[config.mk]
export PLATFORM = sky130hd
export DESIGN_NAME = burst_read_config_sequencer
export DESIGN_NICKNAME = d
export VERILOG_FILES = /design/src/pkg/burst_cfg_pkg.sv /design/src/design/burst_read_config_sequencer.sv /design/src/design/burst_word_store.sv
export SDC_FILE = /design/constraint.sdc
export NUM_CORES = 2
export LEC_CHECK = 0
export ABC_AREA = 0
export BUFFER_PORTS_ARGS = -buffer_cell sky130_fd_sc_hd__buf_4
export CAP_MARGIN = 30
export CORE_ASPECT_RATIO = 1.75
export CORE_UTILIZATION = 25
export CTS_BUF_LIST = sky130_fd_sc_hd__clkbuf_4 sky130_fd_sc_hd__clkbuf_8 sky130_fd_sc_hd__clkbuf_16
export DETAILED_ROUTE_END_ITERATION = 7
export HOLD_SLACK_MARGIN = 0.15
export PLACE_DENSITY = 0.45
export SYNTH_ARGS = -nofsm -noshare
export SYNTH_HDL_FRONTEND = slang
export SYNTH_SLANG_ARGS = --single-unit
[constraint.sdc]
create_clock -name clk -period 3.05 [get_ports clk]
set_input_delay 0 -clock clk [delete_from_list [all_inputs] [get_ports clk]]
set_output_delay 0 -clock clk [all_outputs]
set_load 0.03 [all_outputs]
[src/pkg/burst_cfg_pkg.sv]
// Constants and types for the burst read configuration sequencer
// Overview of operation
// - First data appears the programmed latency of active edges after address latch.
// - Wait function drives the handshake pin active low or high per polarity bit.
// - Ready function ignores polarity and uses the pin as a ready indicator.
// - Each word stays valid one active edge, or two when data hold is set.
// - Data is invalid while wait is asserted; host samples only when deasserted.
// - Stall timing 0 asserts wait during wait states; 1 asserts one cycle early.
// - Bursts are sequential only; host keeps the burst order bit at 1.
// - Edge select 0 uses the falling clock edge, 1 the rising edge.
// - Ready function holds the pin low during power-up and hardware reset configuration.
// - In ready function an external high-low-high pulse restarts first address latching.
// - Pin function 0 makes the pin a conventional wait output during bursts.
// - Wrap 0 keeps fixed bursts inside their aligned block; 1 crosses it.
// - One latch yields 4, 8, 16 words or an unbounded burst per length field.
// - Continuous bursts keep incrementing across bank boundaries without stopping.
// - No-wrap or continuous bursts insert start-offset wait cycles at first 16-word crossing.
// - Boundary wait cycles occur only once per burst.
// - Wrap mode runs word addresses modulo burst length within the aligned block.
// - No-wrap fixed bursts wait only when reaching a 16-word boundary from unaligned start.
// - Wrap bit has no effect in continuous mode.
// - Latency codes 2 to 7 select 2 to 7 clocks; others reserved; default 7.
// - Reset leaves the device in synchronous read mode.
package burst_cfg_pkg;

  localparam int          CFG_W         = 16;
  localparam logic [15:0] CFG_RESET     = 16'h3ddf;
  localparam logic [15:0] CFG_RSVD_MASK = 16'h4020;

  localparam int READ_MODE_POS = 15;
  localparam int LAT_LSB       = 11;
  localparam int POL_POS       = 10;
  localparam int HOLD_POS      = 9;
  localparam int TIMING_POS    = 8;
  localparam int EDGE_POS      = 6;
  localparam int PINFN_POS     = 4;
  localparam int WRAP_POS      = 3;
  localparam int LEN_LSB       = 0;

  localparam logic [2:0] LAT_MIN_CODE = 3'h2;
  localparam logic [2:0] LAT_DEFAULT  = 3'h7;
  localparam logic [2:0] LEN_4        = 3'h1;
  localparam logic [2:0] LEN_8        = 3'h2;
  localparam logic [2:0] LEN_16       = 3'h3;
  localparam logic [2:0] LEN_CONT     = 3'h7;

  localparam logic [4:0] WORDS_4  = 5'h04;
  localparam logic [4:0] WORDS_8  = 5'h08;
  localparam logic [4:0] WORDS_16 = 5'h10;

  // Internal configuration time after power-up or hardware reset
  localparam int INIT_TIME_NS  = 1000;
  localparam int CLK_PERIOD_NS = 4;
  localparam int INIT_CYCLES   = (INIT_TIME_NS + CLK_PERIOD_NS - 1) / CLK_PERIOD_NS;
  localparam int INIT_W        = $clog2(INIT_CYCLES + 1);

  typedef enum logic [2:0] {
    K_IDLE  = 3'b000,
    K_LAT   = 3'b001,
    K_DATA  = 3'b010,
    K_BWAIT = 3'b011,
    K_END   = 3'b100
  } kind_t;

  typedef enum logic [1:0] {
    RS_WAIT_HIGH = 2'b00,
    RS_WAIT_LOW  = 2'b01,
    RS_WAIT_RISE = 2'b10
  } restart_phase_t;

endpackage

[src/design/burst_read_config_sequencer.sv]
// Synchronous burst read sequencer with configuration word and handshake pin
`timescale 1ns/1ps
module burst_read_config_sequencer
  import burst_cfg_pkg::*;
#(
  parameter int ADDR_W = 8,
  parameter int DATA_W = 16
) (
  // Clock and power-up reset
  input  wire logic              clk,
  input  wire logic              rst_n,
  // Link pins from the host
  input  wire logic              k_pin,
  input  wire logic              latch_n_pin,
  input  wire logic [ADDR_W-1:0] addr_pin,
  input  wire logic              cfg_set_pin,
  input  wire logic [CFG_W-1:0]  cfg_data_pin,
  input  wire logic              hardware_reset_pulse_n,
  // Handshake pin, two-way
  input  wire logic              rw_in,
  output logic                   rw_out,
  output logic                   rw_oe,
  // Data pins
  output logic      [DATA_W-1:0] dq_out,
  output logic                   dq_oe,
  // Status
  output logic      [CFG_W-1:0]  read_configuration,
  output logic                   first_latch_restart_sequence,
  // Array preload, same clock
  input  wire logic              array_wr_en,
  input  wire logic [ADDR_W-1:0] array_wr_addr,
  input  wire logic [DATA_W-1:0] array_wr_data
);

  if (ADDR_W < 5 || DATA_W < 1) begin : g_bad_param
    $error("ADDR_W must be at least 5 to hold a 16-word boundary");
  end

  typedef struct packed {
    logic              k_meta;
    logic              k_sync;
    logic              k_prev;
    logic              l_meta;
    logic              l_sync;
    logic              r_meta;
    logic              r_sync;
    logic              rw_meta;
    logic              rw_sync;
    logic              s_meta;
    logic              s_sync;
    logic [ADDR_W-1:0] a_meta;
    logic [ADDR_W-1:0] a_sync;
    logic [CFG_W-1:0]  c_meta;
    logic [CFG_W-1:0]  c_sync;
    logic [CFG_W-1:0]  cfg;
    logic [INIT_W-1:0] init_cnt;
    logic              init_done;
    restart_phase_t    rphase;
    logic              restart;
    kind_t             kind;
    logic [2:0]        cnt;
    logic              hold_phase;
    logic [ADDR_W-1:0] addr;
    logic [1:0]        start_off;
    logic              crossed;
    logic [4:0]        words;
    logic              wait_q;
    logic [DATA_W-1:0] dq;
    logic              dq_en;
    logic              pin_out;
    logic              pin_oe;
  } state_t;

  state_t st_reg;
  state_t st_next;

  logic [DATA_W-1:0] rd_data;
  logic              rise;
  logic              fall;
  logic              act;
  logic [2:0]        lat_code;
  logic [2:0]        lat_eff;
  logic [2:0]        len_code;
  logic              cont;
  logic              wrap_on;
  logic [4:0]        len_words;
  logic [ADDR_W-1:0] blk_mask;
  logic [ADDR_W-1:0] inc_addr;
  logic [ADDR_W-1:0] nxt_addr;

  burst_word_store #(
    .ADDR_W (ADDR_W),
    .DATA_W (DATA_W)
  ) u_store (
    .clk     (clk),
    .wr_en   (array_wr_en),
    .wr_addr (array_wr_addr),
    .wr_data (array_wr_data),
    .rd_addr (st_reg.addr),
    .rd_data (rd_data)
  );

  // Edge detection on the sampled link clock
  assign rise = st_reg.k_sync & ~st_reg.k_prev;
  assign fall = ~st_reg.k_sync & st_reg.k_prev;
  assign act  = st_reg.cfg[EDGE_POS] ? rise : fall;

  // Reserved latency codes behave as the default
  assign lat_code = st_reg.cfg[LAT_LSB +: 3];
  assign lat_eff  = (lat_code < LAT_MIN_CODE) ? LAT_DEFAULT : lat_code;

  // Unlisted length codes run as continuous
  assign len_code = st_reg.cfg[LEN_LSB +: 3];
  always_comb begin
    cont      = 1'b0;
    len_words = WORDS_16;
    blk_mask  = ADDR_W'(15);
    unique case (len_code)
      LEN_4: begin
        len_words = WORDS_4;
        blk_mask  = ADDR_W'(3);
      end
      LEN_8: begin
        len_words = WORDS_8;
        blk_mask  = ADDR_W'(7);
      end
      LEN_16: begin
        len_words = WORDS_16;
      end
      default: begin
        cont = 1'b1;
      end
    endcase
  end

  assign wrap_on  = ~cont & ~st_reg.cfg[WRAP_POS];
  // Order bit is not decoded; only sequential order exists
  assign inc_addr = st_reg.addr + ADDR_W'(1);
  assign nxt_addr = wrap_on ? ((st_reg.addr & ~blk_mask) | (inc_addr & blk_mask))
                            : inc_addr;

  always_comb begin
    st_next         = st_reg;
    st_next.restart = 1'b0;
    st_next.k_meta  = k_pin;
    st_next.k_sync  = st_reg.k_meta;
    st_next.k_prev  = st_reg.k_sync;
    st_next.l_meta  = latch_n_pin;
    st_next.l_sync  = st_reg.l_meta;
    st_next.r_meta  = hardware_reset_pulse_n;
    st_next.r_sync  = st_reg.r_meta;
    st_next.rw_meta = rw_in;
    st_next.rw_sync = st_reg.rw_meta;
    st_next.s_meta  = cfg_set_pin;
    st_next.s_sync  = st_reg.s_meta;
    st_next.a_meta  = addr_pin;
    st_next.a_sync  = st_reg.a_meta;
    st_next.c_meta  = cfg_data_pin;
    st_next.c_sync  = st_reg.c_meta;

    if (!st_reg.r_sync) begin
      // Hardware reset pulse restores defaults and restarts configuration
      st_next.cfg       = CFG_RESET;
      st_next.init_cnt  = '0;
      st_next.init_done = 1'b0;
      st_next.kind      = K_IDLE;
      st_next.rphase    = RS_WAIT_HIGH;
      st_next.wait_q    = 1'b0;
      st_next.dq_en     = 1'b0;
    end else if (!st_reg.init_done) begin
      if (st_reg.init_cnt == INIT_W'(INIT_CYCLES - 1)) begin
        st_next.init_done = 1'b1;
      end else begin
        st_next.init_cnt = st_reg.init_cnt + INIT_W'(1);
      end
    end else begin
      // Pulse must see high first, so our own released low is not a trigger
      if (st_reg.cfg[PINFN_POS]) begin
        unique case (st_reg.rphase)
          RS_WAIT_HIGH: if (st_reg.rw_sync) st_next.rphase = RS_WAIT_LOW;
          RS_WAIT_LOW:  if (!st_reg.rw_sync) st_next.rphase = RS_WAIT_RISE;
          RS_WAIT_RISE: if (st_reg.rw_sync) begin
            st_next.rphase  = RS_WAIT_LOW;
            st_next.restart = 1'b1;
          end
          default: st_next.rphase = RS_WAIT_HIGH;
        endcase
      end else begin
        st_next.rphase = RS_WAIT_HIGH;
      end

      if (st_next.restart) begin
        st_next.kind = K_IDLE;
      end else if (act && !st_reg.l_sync) begin
        if (st_reg.s_sync) begin
          // Reserved bits never stored
          st_next.cfg  = st_reg.c_sync & ~CFG_RSVD_MASK;
          st_next.kind = K_IDLE;
        end else if (st_reg.cfg[READ_MODE_POS]) begin
          st_next.kind = K_IDLE;
        end else begin
          // Internal sequence runs one active edge ahead of the pins
          st_next.kind       = K_LAT;
          st_next.cnt        = lat_eff - 3'h2;
          st_next.addr       = st_reg.a_sync;
          st_next.start_off  = st_reg.a_sync[1:0];
          st_next.crossed    = 1'b0;
          st_next.words      = 5'h00;
          st_next.hold_phase = 1'b0;
        end
      end else if (act) begin
        unique case (st_reg.kind)
          K_IDLE, K_END: begin
          end
          K_LAT: begin
            if (st_reg.cnt == 3'h0) begin
              st_next.kind       = K_DATA;
              st_next.words      = 5'h01;
              st_next.hold_phase = 1'b0;
            end else begin
              st_next.cnt = st_reg.cnt - 3'h1;
            end
          end
          K_DATA: begin
            if (st_reg.cfg[HOLD_POS] && !st_reg.hold_phase) begin
              st_next.hold_phase = 1'b1;
            end else if (!cont && st_reg.words == len_words) begin
              st_next.kind = K_END;
            end else begin
              st_next.addr = nxt_addr;
              if (nxt_addr[3:0] == 4'h0 && !wrap_on) begin
                st_next.crossed = 1'b1;
              end
              // Boundary wait only once, only from an unaligned start
              if (!wrap_on && !st_reg.crossed && nxt_addr[3:0] == 4'h0 &&
                  st_reg.start_off != 2'h0) begin
                st_next.kind = K_BWAIT;
                st_next.cnt  = {1'b0, st_reg.start_off - 2'h1};
              end else begin
                st_next.kind       = K_DATA;
                st_next.words      = st_reg.words + 5'h01;
                st_next.hold_phase = 1'b0;
              end
            end
          end
          K_BWAIT: begin
            if (st_reg.cnt == 3'h0) begin
              st_next.kind       = K_DATA;
              st_next.words      = st_reg.words + 5'h01;
              st_next.hold_phase = 1'b0;
            end else begin
              st_next.cnt = st_reg.cnt - 3'h1;
            end
          end
          default: st_next.kind = K_IDLE;
        endcase
      end

      // Pin stage shows the internal kind one active edge later
      if (act) begin
        if (st_reg.kind == K_DATA) begin
          st_next.dq = rd_data;
        end
        st_next.dq_en = (st_reg.kind != K_IDLE);
        if (st_reg.cfg[TIMING_POS]) begin
          st_next.wait_q = (st_next.kind != K_IDLE) && (st_next.kind != K_DATA);
        end else begin
          st_next.wait_q = (st_reg.kind != K_IDLE) && (st_reg.kind != K_DATA);
        end
      end
      if (st_next.restart || st_reg.cfg[READ_MODE_POS]) begin
        st_next.wait_q = 1'b0;
      end
    end

    // Handshake pin drive
    if (!st_next.init_done) begin
      st_next.pin_oe  = 1'b1;
      st_next.pin_out = 1'b0;
    end else if (st_next.cfg[PINFN_POS]) begin
      st_next.pin_oe  = 1'b0;
      st_next.pin_out = 1'b0;
    end else begin
      st_next.pin_oe  = 1'b1;
      st_next.pin_out = st_next.cfg[POL_POS] ? st_next.wait_q : ~st_next.wait_q;
    end
  end

  always_ff @(posedge clk or negedge rst_n) begin
    if (!rst_n) begin
      st_reg        <= '0;
      st_reg.cfg    <= CFG_RESET;
      st_reg.pin_oe <= 1'b1;
    end else begin
      st_reg <= st_next;
    end
  end

  assign rw_out                       = st_reg.pin_out;
  assign rw_oe                        = st_reg.pin_oe;
  assign dq_out                       = st_reg.dq;
  assign dq_oe                        = st_reg.dq_en;
  assign read_configuration           = st_reg.cfg;
  assign first_latch_restart_sequence = st_reg.restart;
endmodule

[src/design/burst_word_store.sv]
// Small word array feeding the burst output, registered read
`timescale 1ns/1ps
module burst_word_store
  import burst_cfg_pkg::*;
#(
  parameter int ADDR_W = 8,
  parameter int DATA_W = 16
) (
  // Clock
  input  wire logic              clk,
  // Write port
  input  wire logic              wr_en,
  input  wire logic [ADDR_W-1:0] wr_addr,
  input  wire logic [DATA_W-1:0] wr_data,
  // Read port
  input  wire logic [ADDR_W-1:0] rd_addr,
  output logic      [DATA_W-1:0] rd_data
);

  logic [DATA_W-1:0] mem [0:(1<<ADDR_W)-1];

  // No reset on the array; contents are loaded before bursts
  always_ff @(posedge clk) begin
    if (wr_en) begin
      mem[wr_addr] <= wr_data;
    end
    rd_data <= mem[rd_addr];
  end

endmodule

==> run metrics <==
status=finished, violations left; violated checks=negative setup slack; initial antenna violation count=44; Placer Congestion=~0.87; gr ovfl total=0; final-report hold violation count=0; CTS Buf Count=roughly 380; setup slack, reg-to-reg=-0.43 ns; Cell Rows=392; P_leak=between 60 and 70 nW; Switching Fraction=20.6%; most frequent cells in the layout=edfxtp_1, buf_4, mux4_2, clkbuf_16, mux2i_1; most common cell after layout, fill and taps aside=edfxtp_1; warnings from Yosys=0; Die Width=612 um; RSZ-0062 raised after global routing=true; clk_skew=~0.057 ns; Die Ht=about 1.1 mm; asr flop ratio synth=approximately 2.9%; Post-synth EDFFs=just over 4k; Reg clk slew, reported paths=approximately 0.07 ns; drt wl/cell=~33 um; Slew @ Worst Pin=1.33 ns; sequential area share after synthesis=77.6%; Routed Wire Length=about 610 mm; via count=86.0k; Syn-to-layout area delta=24.7%; Setup CP Type=flip-flop to flip-flop; H-tree Lvls=5; VDD IR max=approximately 0.00050 V; Yosys cell types=80; layout cells sized above 1=39.1%; Power, Total=approximately 120 mW; Crit. End Element=flip-flop; largest net degree at the start of global routing=~110; nets=just over 9k; CP startpoint kind=flip-flop; Finished Core Util=a little under a third; Overall Global Routing Usage=between 10% and 20%; hold depth=2; Syn Area/Cell=between 20 and 25 um^2; Worst Path Arrival=between 4 and 5 ns; Mapped Cells=roughly 7.5k; Logic pwr share=approximately 1.6%; first-pass GRT wire length=roughly 810 mm; Area after DPL=0.185 mm^2; Residual DRC=0; initial core utilization=between 20% and 30%; number of flip-flops in the largest register=between 4k and 5k; endpoints failing setup=16; clock power share=about 44%; Final min period=around 3.5 ns; Skew-Pair Late Insertion Delay=about 1.0 ns; PwrDens=about 570 mW/mm^2; #FFs+latches synth=around 4.2k; CTS Sinks=approximately 4.2k; port buffer count=a little under 90; fmax=about 0.29 GHz; design area=~0.2 mm^2; fin crit share=114%; HP Class=input pin to flip-flop; Boundary Pins=a little over 90; first drt pass iteration count=6; Switch Pwr=~24 mW; internal power=a little over 90 mW; Min Hold Slack=between 0.1 and 0.15 ns; CTS Buffer Depth=4; Synth Flop Type=edfxtp_1; vias in the first global route=89.5k; sequential power share=54.8%; dpl hpwl=a little over 400 mm; Final ANT Viol Nets=0; max-slew violation count=0; fillers=roughly 62k; Root Driver=clkbuf_16; maximum capacitance violations=0; Mapped Area=between 0.15 and 0.2 mm^2; Critical Path RT=~4.0 ns; DR iter-0 viols=between 8k and 9k; setup ws final=-0.428 ns; Via density=between 4 and 5; Core Footprint=0.650 mm^2; largest fanout on the critical path=7; CTS tree=yes; worst r2r path cells=14; die area=between 0.6 and 0.7 mm^2; relative slew slack=11.6%
[through the flow]
| stage | cells | setup slack, ns | setup TNS [ns] |
|---|---|---|---|
| CTS | 18000 | -0.479 | -6.07 |
| global placement | 17100 | -1.74 | -11.20 |
| detailed placement | 17100 | -0.734 | -9.08 |
| global route | 18100 | -0.411 | -4.92 |
| finish | 18100 | -0.428 | -4.73 |
| floorplan | 7504 | 0.441 | 0 |
[per-layer routing]
metal	global-route usage [%]	wire [um]
met5	0	64
met3	1.96	27600
met1	19.6	211000
met4	10.3	41900
met2	33.6	326000
[cell usage after synthesis (all sizes together) (7+ instances only)]
cell type	n	share of area, %
edfxtp	4096	75
mux4	968	13
nor2	326	0.75
buf	282	1.3
mux2i	257	1.6
a22oi	206	0.95
nand2	189	0.44
clkbuf	184	0.42
a21oi	114	0.35
dfrtp	111	1.7
o21ai	71	0.22
nand3	70	0.22
o22ai	60	0.23
nor2b	51	0.20
a211oi	46	0.21
a221oi	42	0.23
nand4	38	0.15
nor3	34	0.10
a22o	30	0.16
mux2	29	0.20
a31oi	23	0.088
inv	19	0.044
a2111oi	17	0.10
dfxtp	16	0.20
nand2b	14	0.054
dfstp	13	0.21
nor4	12	0.046
and3	11	0.042
ha	11	0.084
o211ai	11	0.051
o221ai	9	0.048
o32ai	9	0.048
or3	9	0.035
a311oi	8	0.043
and2	8	0.031
o2111ai	8	0.043
or4	8	0.037
a211o	7	0.038
o31ai	7	0.032
xnor2	7	0.038
[final cells by class]
cell class                      count  area [um^2]  area share (%)
Antenna cell                       19         47.5          0.0234
Clock buffer                      451        10200            5.00
Clock inverter                    249         2790            1.37
Inverter                           20         85.1          0.0419
Multi-Input combinational cell   2782        35600            17.5
Sequential cell                  4236       126000            62.2
Tap cell                         8668        10800            5.34
Timing Repair Buffer             1698        17300            8.51
[critical path, stage by stage, from the launching register on]
cell and delay, ns:
dfrtp_4 0.49, buf_12 0.15, buf_16 0.15, buf_12 0.17, buf_12 0.13, buf_16 0.15, buf_8 0.14, mux4_2 0.34
mux2i_1 0.09, buf_4 0.14, nor2_1 0.45, nor4_2 0.11, buf_4 0.17, o211ai_1 0.41, and3_1 0.23
[repair_timing]
item                                     CTS  global route
hold buffers                             100             0
buffers inserted                          60           154
pin swaps                                 46            73
endpoints found under the setup margin    24            26
cloned                                    11            10
endpoints found under the hold margin   6531             0
gates resized for setup                  227           193
[cells by family after synthesis]
group	synth area share, %
adders and majority gates	0.0845
and+or+nand+nor	2.21
DFF	77.6
AOI/OAI and AO/OA	3.08
buffers and inverters	1.81
other	0.00230
muxes	15.2
xor gates and xnor gates	0.0591
[power groups by stage]
| stage | clock (mW) | sequential [mW] | combinational [mW] |
|---|---|---|---|
| global placement | 0 | 65.2 | 1.65 |
| detailed placement | 0 | 65.2 | 1.74 |
| global route | 53.5 | 63.9 | 1.93 |
| finish | 50.9 | 63.9 | 1.86 |
| CTS | 51.7 | 63.9 | 1.87 |
| floorplan | 0 | 65.2 | 0.168 |
[path summary, 6_finish.rpt]
check                                       to         startpoint
setup / recovery            u_store.rd_data[2]         st_reg[28]
hold / removal             u_store.mem[63][12]  array_wr_data[12]
setup reg to reg            u_store.rd_data[2]         st_reg[28]
hold reg to reg                    st_reg[105]       st_next[105]
max in group asynchronous           st_reg[30]              rst_n
min in group asynchronous            dq_out[6]              rst_n
(Power assumes the default switching activity.)
